### src/block_protector_pkg.sv
// constants, types and helpers shared by the block protector files
// assumes one clock domain (pclk) and a 32-bit apb register port
package block_protector_pkg;

  // apb register byte offsets
  localparam logic [7:0] CTRL_OFS   = 8'h00;
  localparam logic [7:0] STATUS_OFS = 8'h04;
  localparam logic [7:0] CACHE_OFS  = 8'h08;
  localparam int         CTRL_MMU_BIT = 0;
  localparam logic       CTRL_MMU_RST = 1'h0;

  // status field positions
  localparam int ST_LOCK_BIT  = 0;
  localparam int ST_VALID_BIT = 1;
  localparam int ST_ABORT_BIT = 2;
  localparam int ST_VIOL_BIT  = 3;
  localparam int ST_RANGE_LSB = 4;
  localparam int ST_ADDRESS_PHASE_READY_BIT  = 6;
  localparam int ST_PVIO_BIT  = 7;

  // table geometry: one bit per page, 128 words of 16 bits
  localparam int PAGE_WORDS  = 1024;
  localparam int TABLE_WORDS = 128;

  // i/o command codes
  localparam logic [7:0]  CMD_LOAD_HI = 8'h50;
  localparam logic [7:0]  CMD_READ_HI = 8'hD0;
  localparam logic [15:0] CMD_ENABLE  = 16'h4003;

  // address-phase wait states, 3 bits per clock range,
  // slot 0 fastest range, slot 3 slowest
  localparam logic [11:0] WS_BPU_HIT  = {3'h1, 3'h2, 3'h2, 3'h2};
  localparam logic [11:0] WS_BPU_MISS = {3'h1, 3'h2, 3'h2, 3'h3};
  localparam logic [11:0] WS_MMU_HIT  = {3'h1, 3'h2, 3'h3, 3'h4};
  localparam logic [11:0] WS_MMU_MISS = {3'h2, 3'h3, 3'h4, 3'h5};
  localparam logic [2:0]  WS_READ     = 3'h1;
  localparam logic [2:0]  WS_IO       = 3'h2;

  // sram read: drive, two sync cycles, capture
  localparam logic [1:0] RD_CAPTURE = 2'h3;

  typedef enum logic [1:0] {S_IDLE, S_ADDR, S_DATA, S_END} phase_e;
  typedef enum logic [1:0] {C_NONE, C_LOAD, C_READ, C_ENABLE} cmd_e;

  // pick the wait count for a clock range slot
  function automatic logic [2:0] ws_pick(input logic [11:0] tbl,
                                         input logic [1:0]  idx);
    ws_pick = tbl[{idx, 1'b0} + {2'h0, idx} +: 3];
  endfunction : ws_pick

endpackage : block_protector_pkg

### src/wait_link.sv
// handshake between the bus sequencer and the wait-state counter
// assumes both ends run on pclk
`timescale 1ns/1ps
interface wait_link;
  logic       load;   // one-cycle start pulse
  logic [2:0] count;  // wait states to insert
  logic       busy;   // high while states remain
  modport ctl (output load, output count, input busy);
  modport cnt (input load, input count, output busy);
endinterface : wait_link

### src/pin_sync.sv
// two-flop synchroniser for a group of pin inputs
// assumes the pins are asynchronous to pclk
`timescale 1ns/1ps
module pin_sync
  import block_protector_pkg::*;
#(
  parameter int W = 8
)(
  input  wire logic         pclk,
  input  wire logic         presetn,
  input  wire logic [W-1:0] din,
  output logic      [W-1:0] dout
);

  typedef struct packed {
    logic [W-1:0] meta;  // first stage, read only by stage two
    logic [W-1:0] sync;  // safe to use
  } sync_s;

  sync_s r;
  sync_s n;

  // next state
  always_comb
  begin
    n      = r;
    n.meta = din;
    n.sync = r.meta;
  end

  // registers, constant reset
  always_ff @(posedge pclk or negedge presetn)
  begin
    if (!presetn)
      r <= '0;
    else
      r <= n;
  end

  assign dout = r.sync;

endmodule : pin_sync

### src/wait_state_counter.sv
// counts inserted address-phase wait states, one per pclk
// assumes load is a single-cycle pulse from the sequencer
`timescale 1ns/1ps
module wait_state_counter
  import block_protector_pkg::*;
(
  input  wire logic pclk,
  input  wire logic presetn,
  wait_link.cnt     w
);

  typedef struct packed {
    logic [2:0] left;  // states still to insert
  } cnt_s;

  cnt_s r;
  cnt_s n;

  // load wins over the running count
  always_comb
  begin
    n = r;
    if (w.load)
      n.left = w.count;
    else if (r.left != 3'h0)
      n.left = r.left - 3'h1;
  end

  always_ff @(posedge pclk or negedge presetn)
  begin
    if (!presetn)
      r <= '0;
    else
      r <= n;
  end

  assign w.busy = (r.left != 3'h0);
endmodule : wait_state_counter

### src/block_protector.sv
// block write protector: checks cpu and dma memory writes against a
// protection table in a byte-wide sram, caches one 16-bit word
// assumes bus pins are asynchronous and pass pin_sync first
`timescale 1ns/1ps
module block_protector
  import block_protector_pkg::*;
(
  input  wire logic        pclk,
  input  wire logic        presetn,
  input  wire logic        psel,
  input  wire logic        penable,
  input  wire logic        pwrite,
  input  wire logic [7:0]  paddr,
  input  wire logic [31:0] pwdata,
  output logic      [31:0] prdata,
  output logic             pready,
  output logic             pslverr,
  input  wire logic [15:0] information_bus_i,
  output logic      [15:0] information_bus_o,
  output logic             information_bus_oe,
  input  wire logic [7:0]  extended_address,
  input  wire logic        address_strobe,
  input  wire logic        data_strobe_n,
  input  wire logic        bus_busy_n,
  input  wire logic        read_not_write,
  input  wire logic        memory_not_io,
  input  wire logic        dma_select,
  input  wire logic        abort,
  input  wire logic        clock_range_select_a,
  input  wire logic        clock_range_select_b,
  input  wire logic        address_phase_ready_i,
  output logic             address_phase_ready_o,
  output logic             address_phase_ready_oe,
  output logic             data_ready_o,
  output logic             data_ready_oe,
  input  wire logic        protect_violation_n_i,
  output logic             protect_violation_n_o,
  output logic             protect_violation_n_oe,
  output logic             global_write_lock,
  output logic      [7:0]  ram_address,
  input  wire logic [7:0]  ram_data_i,
  output logic      [7:0]  ram_data_o,
  output logic             ram_data_oe,
  output logic             ram_write_n,
  output logic             ram_read_n
);

  localparam int SYNC_W = 43;

  //////////////////////////////////////////////////////////////////////
  // pin synchronisers

  logic [SYNC_W-1:0] sin;      // raw pins
  logic [SYNC_W-1:0] sout;     // synchronised pins
  logic        s_strba;        // address strobe
  logic        s_strbd_n;      // data strobe, low active
  logic        s_busy_n;       // bus busy, low active
  logic        s_rd;           // read when high
  logic        s_mem;          // memory when high
  logic        s_dma;          // dma requester
  logic        s_abort;        // cycle aborted
  logic [1:0]  s_sel;          // clock range straps
  logic        s_address_phase_ready;         // wired ready level
  logic        s_pvio;         // wired violation level
  logic [15:0] s_ib;           // information bus
  logic [7:0]  s_ext;          // extended address
  logic [7:0]  s_ramd;         // sram data

  assign sin = {address_strobe, data_strobe_n, bus_busy_n,
                read_not_write, memory_not_io, dma_select, abort,
                clock_range_select_a, clock_range_select_b,
                address_phase_ready_i, protect_violation_n_i,
                information_bus_i, extended_address, ram_data_i};

  pin_sync #(.W(SYNC_W)) u_sync (
    .pclk    (pclk),
    .presetn (presetn),
    .din     (sin),
    .dout    (sout)
  );

  assign {s_strba, s_strbd_n, s_busy_n, s_rd, s_mem, s_dma, s_abort,
          s_sel, s_address_phase_ready, s_pvio, s_ib, s_ext, s_ramd} = sout;

  //////////////////////////////////////////////////////////////////////
  // wait-state counter

  wait_link wl ();

  wait_state_counter u_wait (
    .pclk    (pclk),
    .presetn (presetn),
    .w       (wl)
  );

  //////////////////////////////////////////////////////////////////////
  // state

  typedef struct packed {
    phase_e      ph;        // bus cycle phase
    logic [1:0]  step;      // sram micro step
    logic        nbyte;     // second byte in progress
    logic        rd_go;     // sram read sequence running
    logic        seq_done;  // address- or data-phase sram work done
    logic        mem;       // memory cycle
    logic        wr;        // write cycle
    cmd_e        cmd;       // decoded i/o command
    logic [6:0]  word;      // table word, msb is requester
    logic [3:0]  bit_idx;   // bit within word
    logic        hit;       // cache hit this cycle
    logic        blk;       // abort seen this cycle
    logic [15:0] cache;     // cached protection word
    logic        valid;     // cache holds a word
    logic [6:0]  tag;       // word held in cache
    logic        lock;      // global write lock
    logic        abort_l;   // latched abort
    logic        viol;      // violation flag
    logic [7:0]  ram_a;
    logic [7:0]  ram_d;
    logic        ram_we;
    logic        ram_oe;
    logic        ram_den;
    logic [15:0] ib_q;      // data returned to cpu
    logic        ib_en;
    logic        rdyd;
    logic        rdyd_en;
    logic        address_phase_ready_hold; // pulls address ready low
    logic        strba_d;   // strobe delayed for edge
    logic        mmu;       // mmu present
    logic [31:0] prdata;
    logic        pslverr;
  } st_s;

  st_s r;
  st_s n;

  //////////////////////////////////////////////////////////////////////
  // next-state logic

  always_comb
  begin
    logic       bsel;       // byte of the word on the sram
    logic [1:0] ridx;       // clock range slot
    logic [6:0] w;          // word of a new access
    logic       hit;
    bsel = r.mem ? (r.bit_idx[3] ^ r.nbyte) : r.nbyte;
    ridx = ~s_sel;
    w    = 7'h00;
    hit  = 1'b0;
    n    = r;
    wl.load    = 1'b0;
    wl.count   = 3'h0;
    n.strba_d  = s_strba;

    // apb: decode in setup, write in access
    if (psel && !penable)
    begin
      n.prdata  = 32'h0000_0000;
      n.pslverr = 1'b0;
      case (paddr)
        CTRL_OFS:   n.prdata[CTRL_MMU_BIT] = r.mmu;
        STATUS_OFS:
        begin
          n.prdata[ST_LOCK_BIT]  = r.lock;
          n.prdata[ST_VALID_BIT] = r.valid;
          n.prdata[ST_ABORT_BIT] = r.abort_l;
          n.prdata[ST_VIOL_BIT]  = r.viol;
          n.prdata[ST_RANGE_LSB +: 2] = s_sel;
          n.prdata[ST_ADDRESS_PHASE_READY_BIT]  = s_address_phase_ready;
          n.prdata[ST_PVIO_BIT]  = s_pvio;
        end
        CACHE_OFS:  n.prdata = {8'h00, r.valid, r.tag, r.cache};
        default:    n.pslverr = 1'b1;  // unmapped
      endcase
    end
    if (psel && penable && pwrite && paddr == CTRL_OFS)
      n.mmu = pwdata[CTRL_MMU_BIT];

    // sram read sequence: drive, wait out sync, capture
    if (r.rd_go)
    begin
      if (r.step != RD_CAPTURE)
      begin
        n.ram_a  = {r.word, bsel};
        n.ram_oe = 1'b1;
        n.step   = r.step + 2'h1;
      end
      else
      begin
        n.ram_oe = 1'b0;
        n.step   = 2'h0;
        if (bsel)
          n.cache[15:8] = s_ramd;
        else
          n.cache[7:0]  = s_ramd;
        if (r.nbyte)
        begin  // word complete
          n.rd_go    = 1'b0;
          n.seq_done = 1'b1;
          n.valid    = !(r.blk || s_abort);
          n.tag      = r.word;
        end
        else if (r.mem)
        begin  // first byte holds the page bit
          n.rd_go    = 1'b0;
          n.seq_done = 1'b1;
          n.viol = r.lock | s_ramd[r.bit_idx[2:0]];
        end
        else
          n.nbyte = 1'b1;
      end
    end

    case (r.ph)
      S_IDLE:
      begin
        if (r.strba_d && !s_strba)
        begin  // address latched on strobe fall
          n.ph = S_ADDR;
          n.mem = s_mem;
          n.wr = !s_rd;
          n.step = 2'h0;
          n.nbyte = 1'b0;
          n.blk = 1'b0;
          n.viol = 1'b0;
          n.cmd = C_NONE;
          n.hit = 1'b0;
          n.seq_done = 1'b1;
          n.address_phase_ready_hold = 1'b1;
          wl.load = 1'b1;
          wl.count = WS_IO;
          if (s_mem)
          begin
            if (r.mmu)
            begin
              w = {s_dma, s_ext[5:0]};
              n.bit_idx = {s_ext[7:6], s_ib[5:4]};
            end
            else
            begin
              w = {s_dma, 4'h0, s_ib[1:0]};
              n.bit_idx = s_ib[5:2];
            end
            n.word = w;
            hit = r.valid && !r.abort_l && r.tag == w;
            if (s_rd)
              wl.count = WS_READ;
            else
            begin
              n.hit = hit;
              n.abort_l = 1'b0;
              if (r.mmu)
                wl.count = ws_pick(hit ? WS_MMU_HIT : WS_MMU_MISS,
                                   ridx);
              else
                wl.count = ws_pick(hit ? WS_BPU_HIT : WS_BPU_MISS,
                                   ridx);
              if (hit)  // no fetch needed, index as for a fetch
                n.viol = r.lock | r.cache[n.bit_idx];
              else
              begin  // refill from the sram
                n.valid = 1'b0;
                n.rd_go = 1'b1;
                n.seq_done = 1'b0;
              end
            end
          end
          else if (s_ib == CMD_ENABLE)
          begin
            n.cmd  = C_ENABLE;
            n.lock = 1'b0;
          end
          else if (s_ib[15:8] == CMD_LOAD_HI)
          begin
            n.cmd  = C_LOAD;
            n.word = s_ib[6:0];
          end
          else if (s_ib[15:8] == CMD_READ_HI)
          begin
            n.cmd = C_READ;
            n.word = s_ib[6:0];
            n.valid = 1'b0;
            n.rd_go = 1'b1;
            n.seq_done = 1'b0;
          end
        end
      end
      S_ADDR:
      begin
        if (r.seq_done && !wl.busy)
        begin  // release address ready
          n.address_phase_ready_hold = 1'b0;
          n.ph = S_DATA;
          n.step = 2'h0;
          n.nbyte = 1'b1;
          n.seq_done = !(r.mem && r.wr && !r.hit);
          if (r.cmd == C_LOAD)
            n.nbyte = 1'b0;
        end
      end
      S_DATA:
      begin
        if (!r.seq_done)
        begin  // second byte of a miss
          if (!r.rd_go && !s_strbd_n)
            n.rd_go = 1'b1;
        end
        else if (!r.mem && r.cmd == C_READ)
        begin  // drive the word only once the data strobe is low
          if (!s_strbd_n)
          begin
            n.ib_q  = r.cache;
            n.ib_en = 1'b1;
            n.ph    = S_END;
          end
        end
        else if (!r.mem && r.cmd == C_LOAD)
        begin
          n.rdyd_en = 1'b1;
          n.rdyd    = 1'b0;
          case (r.step)
            2'h0:
            begin
              if (!s_strbd_n)
              begin
                n.cache = s_ib;
                n.step  = 2'h1;
              end
            end
            2'h1:
            begin  // byte on the sram with write strobe
              n.ram_a   = {r.word, r.nbyte};
              n.ram_d   = r.nbyte ? r.cache[15:8] : r.cache[7:0];
              n.ram_den = 1'b1;
              n.ram_we  = !(r.blk || s_abort);
              n.step    = 2'h2;
            end
            default:
            begin
              n.ram_we = 1'b0;
              n.step   = 2'h1;
              n.nbyte  = 1'b1;
              if (r.nbyte)
              begin
                n.rdyd  = 1'b1;
                n.valid = !(r.blk || s_abort);
                n.tag   = r.word;
                n.ph    = S_END;
              end
            end
          endcase
        end
        else
          n.ph = S_END;
      end
      S_END:
      begin
        n.ram_den = 1'b0;
        if (s_strbd_n)
          n.ib_en = 1'b0;
        if (s_busy_n)
        begin  // cycle over
          n.viol    = 1'b0;
          n.rdyd_en = 1'b0;
          n.ph      = S_IDLE;
        end
      end
      default: n.ph = S_IDLE;
    endcase

    // an abort latches and wins over the clear
    if (s_abort)
    begin
      n.abort_l = 1'b1;
      n.blk     = 1'b1;
    end
  end

  //////////////////////////////////////////////////////////////////////
  // registers: lock set, cache invalid after reset

  always_ff @(posedge pclk or negedge presetn)
  begin
    if (!presetn)
    begin
      r       <= '0;
      r.lock  <= 1'b1;
      r.valid <= 1'b0;
      r.mmu   <= CTRL_MMU_RST;
    end
    else
      r <= n;
  end

  //////////////////////////////////////////////////////////////////////
  // outputs

  assign pready  = 1'b1;  // zero-wait slave
  assign prdata  = r.prdata;
  assign pslverr = r.pslverr;
  assign information_bus_o  = r.ib_q;
  assign information_bus_oe = r.ib_en;
  assign address_phase_ready_o  = 1'b0;
  // released as soon as the count and any fetch are over, so the
  // number of held cycles is the larger of the wait states asked for and the fetch
  assign address_phase_ready_oe = r.address_phase_ready_hold &&
                                  (wl.busy || !r.seq_done);
  assign data_ready_o  = r.rdyd;
  assign data_ready_oe = r.rdyd_en;
  // only writes are ever flagged
  assign protect_violation_n_o  = 1'b0;
  assign protect_violation_n_oe = r.viol && r.mem && r.wr;
  assign global_write_lock = r.lock;
  assign ram_address = r.ram_a;
  assign ram_data_o  = r.ram_d;
  assign ram_data_oe = r.ram_den;
  assign ram_write_n = !r.ram_we;
  assign ram_read_n  = !r.ram_oe;
endmodule : block_protector

### config.mk
export PLATFORM = sky130hd
export DESIGN_NAME = block_protector
export DESIGN_NICKNAME = d
export VERILOG_FILES = /design/src/block_protector_pkg.sv /design/src/wait_link.sv /design/src/pin_sync.sv /design/src/wait_state_counter.sv /design/src/block_protector.sv
export SDC_FILE = /design/constraint.sdc
export NUM_CORES = 1
export LEC_CHECK = 0
export ABC_AREA = 1
export BUFFER_PORTS_ARGS = -buffer_cell sky130_fd_sc_hd__buf_4
export CORE_MARGIN = 2
export CORE_UTILIZATION = 56
export CTS_CLUSTER_SIZE = 30
export DETAILED_ROUTE_END_ITERATION = 8
export PLACE_DENSITY_LB_ADDON = 0.05
export SYNTH_ARGS = -nofsm -noshare
export SYNTH_HDL_FRONTEND = slang
export SYNTH_SLANG_ARGS = --single-unit
### constraint.sdc
create_clock -name pclk -period 2.1 [get_ports pclk]
set_clock_uncertainty 0.15 [all_clocks]
set_input_delay 0.105 -clock pclk [delete_from_list [all_inputs] [get_ports pclk]]
set_output_delay 0.105 -clock pclk [all_outputs]
set_load 0.02 [all_outputs]
Word-level counts from Yosys, hierarchy flattened
Index checks and enable logic that the tools add are counted.

cells by class
  add/sub/neg operators = 3
  magnitude comparators = 2
  equal/unequal tests = 28
  shift operators = 2
  multiplexer cells = 134
  bitwise operators = 8
  reductions and logical operators = 60

operators by type and width
  operator                count
  $mux W24                6
  $mux W17                6
  $mux W16                5
  $mux W8                 7
  $mux W2                 23
  $mux W7                 6
  $mux W1                 41
  $mux W3                 10
  $mux W9                 3
  $reduce_and A5 Y1       5
  $shiftx A12 B5 Y3       2
  $mux W20                1
  $mux W5                 4
  $reduce_and A4 Y1       5
  $ne A2 B2 Y1 const B    9
  $pmux W1 S2             9
  $eq A16 B15 Y1 const B  1
  $logic_and A1 B1 Y1     16
  $mux W4                 4
  $logic_not A1 Y1        14
  $pmux W7 S2             1
  $reduce_bool A2 Y1      6
  $mux W11                1
  $pmux W3 S3             1
  other kinds (34)        51

word-level totals
  register bits = 214
  input bits = 88
  output and inout port bits = 77
  logic and storage cells = 272

Longest topological paths before layout
  depth after elaboration = 14
  gate-level depth with buffers = 18
  gate-level depth less buffers = 17

Hierarchy
From an unflattened synthesis, not the netlist that was laid out.

second synthesis, totals
  cell total of the unflattened synthesis = 967
  area, all modules = 9048.7 µm²

modules (own cells, without submodules)
  module              instances  cells an instance  area an instance (µm²)  seq. area each (µm²)
  block_protector     1          852                6698.9                  2929.1
  pin_sync            1          86                 2152.1                  2152.1
  wait_state_counter  1          29                 197.7                   75.1

Worst setup path before layout
Ideal clock, no wire load.

  path kind = flip-flop to flip-flop
  start = reg r[123] in the netlist's numbering
  end = reg r (netlist bit information_bus_o[0])
  library setup time = 0.133 ns
  arrival time = 1.660 ns
  data required time = 1.817 ns
  path slack = 0.158 ns
  stages on the path, launching flop included = 10
  buffers on the path = 3
  clock period less this slack = 1.942 ns
  path through = dfrtp_1 inv_1 ha_1 clkbuf_1 nand2_1 inv_1 nand2_1 clkbuf_1 clkbuf_1 o21ai_0

on the way
  longest elaborated chain between the ends = 2

RTL lines
  element                             line                    text
  start, declared                     block_protector.sv:134  st_s r;
  start signal, assigned              block_protector.sv:392  r <= n;
  $eq A2 B2 Y1                        block_protector.sv:214  case (r.ph)
  $reduce_and A4 Y1 (no source line)  n/a

No other way between the ends.
A chain may end at the register's enable or synchronous reset.

Worst setup path after layout
  start = reg u_sync.r (netlist bit u_sync.dout[24])
  end = reg r[110] in the netlist's numbering

on the way
  longest elaborated chain between the ends = 4
  elaborated cells on any way between the ends = 9
  classes of those cells = 4 x eq/ne; 3 x mux; 2 x reduce/logical

RTL lines
  element                 line                    text
  start, declared         pin_sync.sv:20          sync_s r;
  start signal, assigned  pin_sync.sv:37          r <= n;
  $eq A8 B7 Y1            block_protector.sv:273  else if (s_ib[15:8] == CMD_LOAD_HI)
  $mux W9                 block_protector.sv:273
  $mux W7                 block_protector.sv:268  else if (s_ib == CMD_ENABLE)
  $mux W7                 block_protector.sv:232  if (s_mem)

Several ways; a longest one is shown, not always the timed one. The select of a mux whose other input is x is not followed.

==> metrics.md <==
| Metric | Value |
|---|---|
| Kind of path behind the tightest hold check | in -> async |
| Clock period minus worst slack | 2060 ps |
| FF-to-FF End | r[110] |
| Post-DP HPWL | 15,200 um |
| Number of placement rows | 46 |
| Largest net degree at the start of global routing | 71 |
| F_max | 485 MHz |
| Sequence of cells on the critical path | inv_2 > nand4_1 > nor4_2 > buf_4 > inv_2 > nand2_4 > inv_4 > a21oi_4 > buf_12 > o211ai_1 > o21ai_1 |
| Length in cells of the worst reg-to-reg path | 11 |
| Filler-free cell count of the finished design | about 1,400 |
| Layout cell share with drive strength beyond 1 | 0.242 |
| Slew of the pin with the lowest slew margin | a little under 600 ps |
| Sinks on the clock net | a little over 200 |
| Nature of the critical path startpoint | flip-flop |
| Critical path required time | ~2400 ps |
| Setup slack of the most critical reg-to-reg path | roughly 40 ps |
| Setup repair after global routing missed its margin | yes |
| Type of the worst setup path | reg -> reg |
| Via count of the first global-routing pass | 6,648 |
| Count of endpoints failing setup in the final report | 0 |
| First-pass iteration count of the detailed router | 5 |
| Primary flip-flop cell chosen by synthesis mapping | sky130_fd_sc_hd__dfrtp_1 |
| Die area | 17,000 um^2 |
| Diodes inserted | 0 |
| Post-route ant nets | 0 |
| Effective utilization at floorplan | 0.567 |
| Timing endpoint of the critical path | r[110] |
| Worst-case hold slack | 18.2 ps |
| I/O pins | about 170 |
| Proportion of register bits with asynchronous set or reset after synthesis | 1.00 |
| Source-to-sink clock delay at the later pin of the worst-skew pair | 510 ps |
| Proportion of netlist area held by the largest area contributor | 0.574 |
| Pwr per Cell Area | 1050 nW/um^2 |
| DRC | 0 |
| Max-slew violation total from the final report | 0 |
| Area of the mapped netlist | 8940 um^2 |
| Most prevalent standard cell on the critical path | sky130_fd_sc_hd__inv_2 |
| GRT Total Usage | 0.268 |
| Average cell area after synthesis | between 9 and 10 um^2 |
| Starting DRT DRC Count | 573 |
| GRT Residual Overflow | 0 |
| Static leakage | around 0.0056 uW |
| Worst path arrival time | 2320 ps |
| Critical Path Sink Type | flip-flop |
| Gp weighted congestion | 0.867 |
| Top cells by area, synth | sky130_fd_sc_hd__dfrtp_1 (57%), sky130_fd_sc_hd__nand2_1 (7.9%), sky130_fd_sc_hd__buf_4 (5.7%), sky130_fd_sc_hd__o21ai_0 (5.3%), sky130_fd_sc_hd__inv_1 (4.5%) |
| Number of antenna violations at the first check in global routing | 0 |
| Placed inst area | 10,000 um^2 |
| Number of warnings reported in the yosys synthesis log | 0 |
| Result of the run | finished, final reports clean |
| Final Hold Viols | 0 |
| Maximum fanout along the worst path | 7 |
| Part of the cycle the worst path needs | 0.981 |
| Core Footprint | 15,800 um^2 |
| Number of buffer cells added on primary ports | 122 |
| EDFF count, synth | 0 |
| Critical Path Start | u_sync.dout[24] |
| Total number of vias | roughly 7,000 |
| Total Nets Final | 1,227 |
| Total detailed-routing wirelength | around 22,000 um |
| Instance count after placement with tap cells included | 1,260 |
| Global-route wire length before repair | 34,800 um |
| Maximum cell stage delay along the critical path | 380 ps |
| Num CTS Buffers | 22 |
| Register area share after synthesis | 0.577 |
| Number of violations of the max-capacitance limit | 0 |
| Source of the worst register-to-register timing path | u_sync.dout[24] |
| Number of standard cells after synthesis | 953 |
| Clock tree from TritonCTS | built |
| Cell with the most instances after synthesis | sky130_fd_sc_hd__dfrtp_1 |
| Clock transition at path regs | ~60 ps |
| Wire length per cell after detailed routing | 16.5 um |
| Buffer depth of the longest clock path | 3 |
| Via density per instance | roughly 5.2 |
| Register bit total from synthesis | 206 |
| Count of H-tree levels built during CTS | 1 |
| Cell at the slowest stage of the critical path | sky130_fd_sc_hd__dfrtp_1 |
| Post-layout util | 0.733 |
| Die boundary height | between 100 and 150 um |
| Yosys top cell by area | sky130_fd_sc_hd__dfrtp_1 |
| Area added between synthesis and finish | 29.3% |
| Post-route cell area | 11,600 um^2 |
| Die width | 130 um |
| Worst slew slack as a fraction of its limit | 0.610 |
| Cell at the root of the clock tree | sky130_fd_sc_hd__clkbuf_16 |
| Post-synth top cells | sky130_fd_sc_hd__dfrtp_1 (205), sky130_fd_sc_hd__nand2_1 (188), sky130_fd_sc_hd__inv_1 (106), sky130_fd_sc_hd__o21ai_0 (95), sky130_fd_sc_hd__buf_4 (68) |
| Worst voltage drop across the vdd grid | ~0.85 mV |
| Setup TNS Final | 0 ps |
| Number of distinct library cells after synthesis | 45 |
worst min path at each step:
| stage | slack, ps | depth (start not counted) | from | endpoint |
|---|---|---|---|---|
| final | 20 | 2 | presetn | ram_data_o[6] |
| after global routing | 50 | 4 | paddr[2] | pslverr |
| after CTS | 40 | 2 | presetn | information_bus_o[10] |
| after detailed placement | -1 | 1 | presetn | information_bus_o[10] |
| after global placement | -2 | 1 | presetn | information_bus_o[10] |
| after floorplan | -340 | 0 | presetn | data_ready_o |
cells in the final DEF, fill, tap and decap left out, types with 4 or more instances in the layout:
cell type,n
sky130_fd_sc_hd__dfrtp_1,204
sky130_fd_sc_hd__clkbuf_16,23
sky130_fd_sc_hd__dlygate4sd3_1,52
sky130_fd_sc_hd__clkbuf_8,4
sky130_fd_sc_hd__nor2_2,8
sky130_fd_sc_hd__nand2_4,4
sky130_fd_sc_hd__buf_4,174
sky130_fd_sc_hd__o21ai_0,93
sky130_fd_sc_hd__nor4_1,4
sky130_fd_sc_hd__nand4_1,6
sky130_fd_sc_hd__o211ai_1,20
sky130_fd_sc_hd__inv_2,9
sky130_fd_sc_hd__clkbuf_1,4
sky130_fd_sc_hd__o31ai_1,15
sky130_fd_sc_hd__inv_1,99
sky130_fd_sc_hd__nand2_1,178
sky130_fd_sc_hd__nor2_1,57
sky130_fd_sc_hd__clkinvlp_4,4
sky130_fd_sc_hd__conb_1,11
sky130_fd_sc_hd__a31oi_1,8
sky130_fd_sc_hd__nand2_2,8
sky130_fd_sc_hd__ha_1,11
sky130_fd_sc_hd__nor3_1,6
sky130_fd_sc_hd__nand3_1,30
sky130_fd_sc_hd__bufinv_16,4
sky130_fd_sc_hd__buf_12,6
sky130_fd_sc_hd__a21oi_1,45
per-stage QoR:
| stage | power, uW | setup WS [ps] |
|---|---|---|
| final | 12200 | 40.0 |
| after global routing | 12800 | -112 |
| after CTS | 12100 | 17.2 |
| after detailed placement | 7920 | 40.3 |
| after global placement | 7880 | 95.5 |
| after floorplan | 6830 | 158 |
cell families (layout without fill, tap and decap cells):
logic type,Yosys count,after routing,share of synthesized area
other,2,11,0.000840
flip-flops,206,206,0.577
AND/OR/NAND/NOR,317,317,0.150
adder cells (fa/ha/maj),11,11,0.0154
buffers and inverters,205,386,0.116
multiplexers,3,3,0.00378
XOR/XNOR,3,3,0.00294
AO/OA/AOI/OAI,206,206,0.134
per-layer routing:
layer | wire length, um | track usage
met1 | 9930 | 0.375
met2 | 10900 | 0.445
met3 | 1170 | 0.0377
met4 | 532 | 0.0757
met5 | 0 | 0
critical path, delay by kind of cell, from the launching register on:
| family | cells | cell delay [ps] |
|---|---|---|
| and+or+nand+nor | 3 | 530 |
| DFF | 1 | 380 |
| AOI/OAI and AO/OA | 3 | 430 |
| buffers and inverters | 5 | 470 |
final cells by class:
cell class / instances / area [um^2]
repair buffers: 236 / 2010
multi-input cells: 551 / 2930
inverters: 111 / 419
fillers: 1205 / 4210
clock buffers: 29 / 607
clock inverters: 10 / 171
flip-flops and latches: 206 / 5160
well taps: 216 / 270
report_power, final:
part | internal (uW) | switching, uW | leakage (uW)
clock network | 2540 | 1580 | 0.000365
logic | 1230 | 1840 | 0.00270
registers | 4560 | 431 | 0.00255
total | 8320 | 3850 | 0.00562
what timing repair did:
| action | CTS | global route |
|---|---|---|
| setup buffers | 0 | 7 |
| endpoints found under the hold margin | 259 | 0 |
| setup endpoints to repair | 0 | 41 |
| hold buffers | 52 | 0 |
| resized for setup | 0 | 49 |
sequential cells by signal, summed over array words and instances, names as in the netlist:
register	count
data_ready_o	1
data_ready_oe	1
global_write_lock	1
information_bus_o	16
information_bus_oe	1
prdata	24
pslverr	1
r	55
ram_address	8
ram_data_o	8
ram_data_oe	1
u_sync.dout	43
u_sync.n	43
u_wait.r	3
No activity file was read; power rests on OpenSTA's default activity.
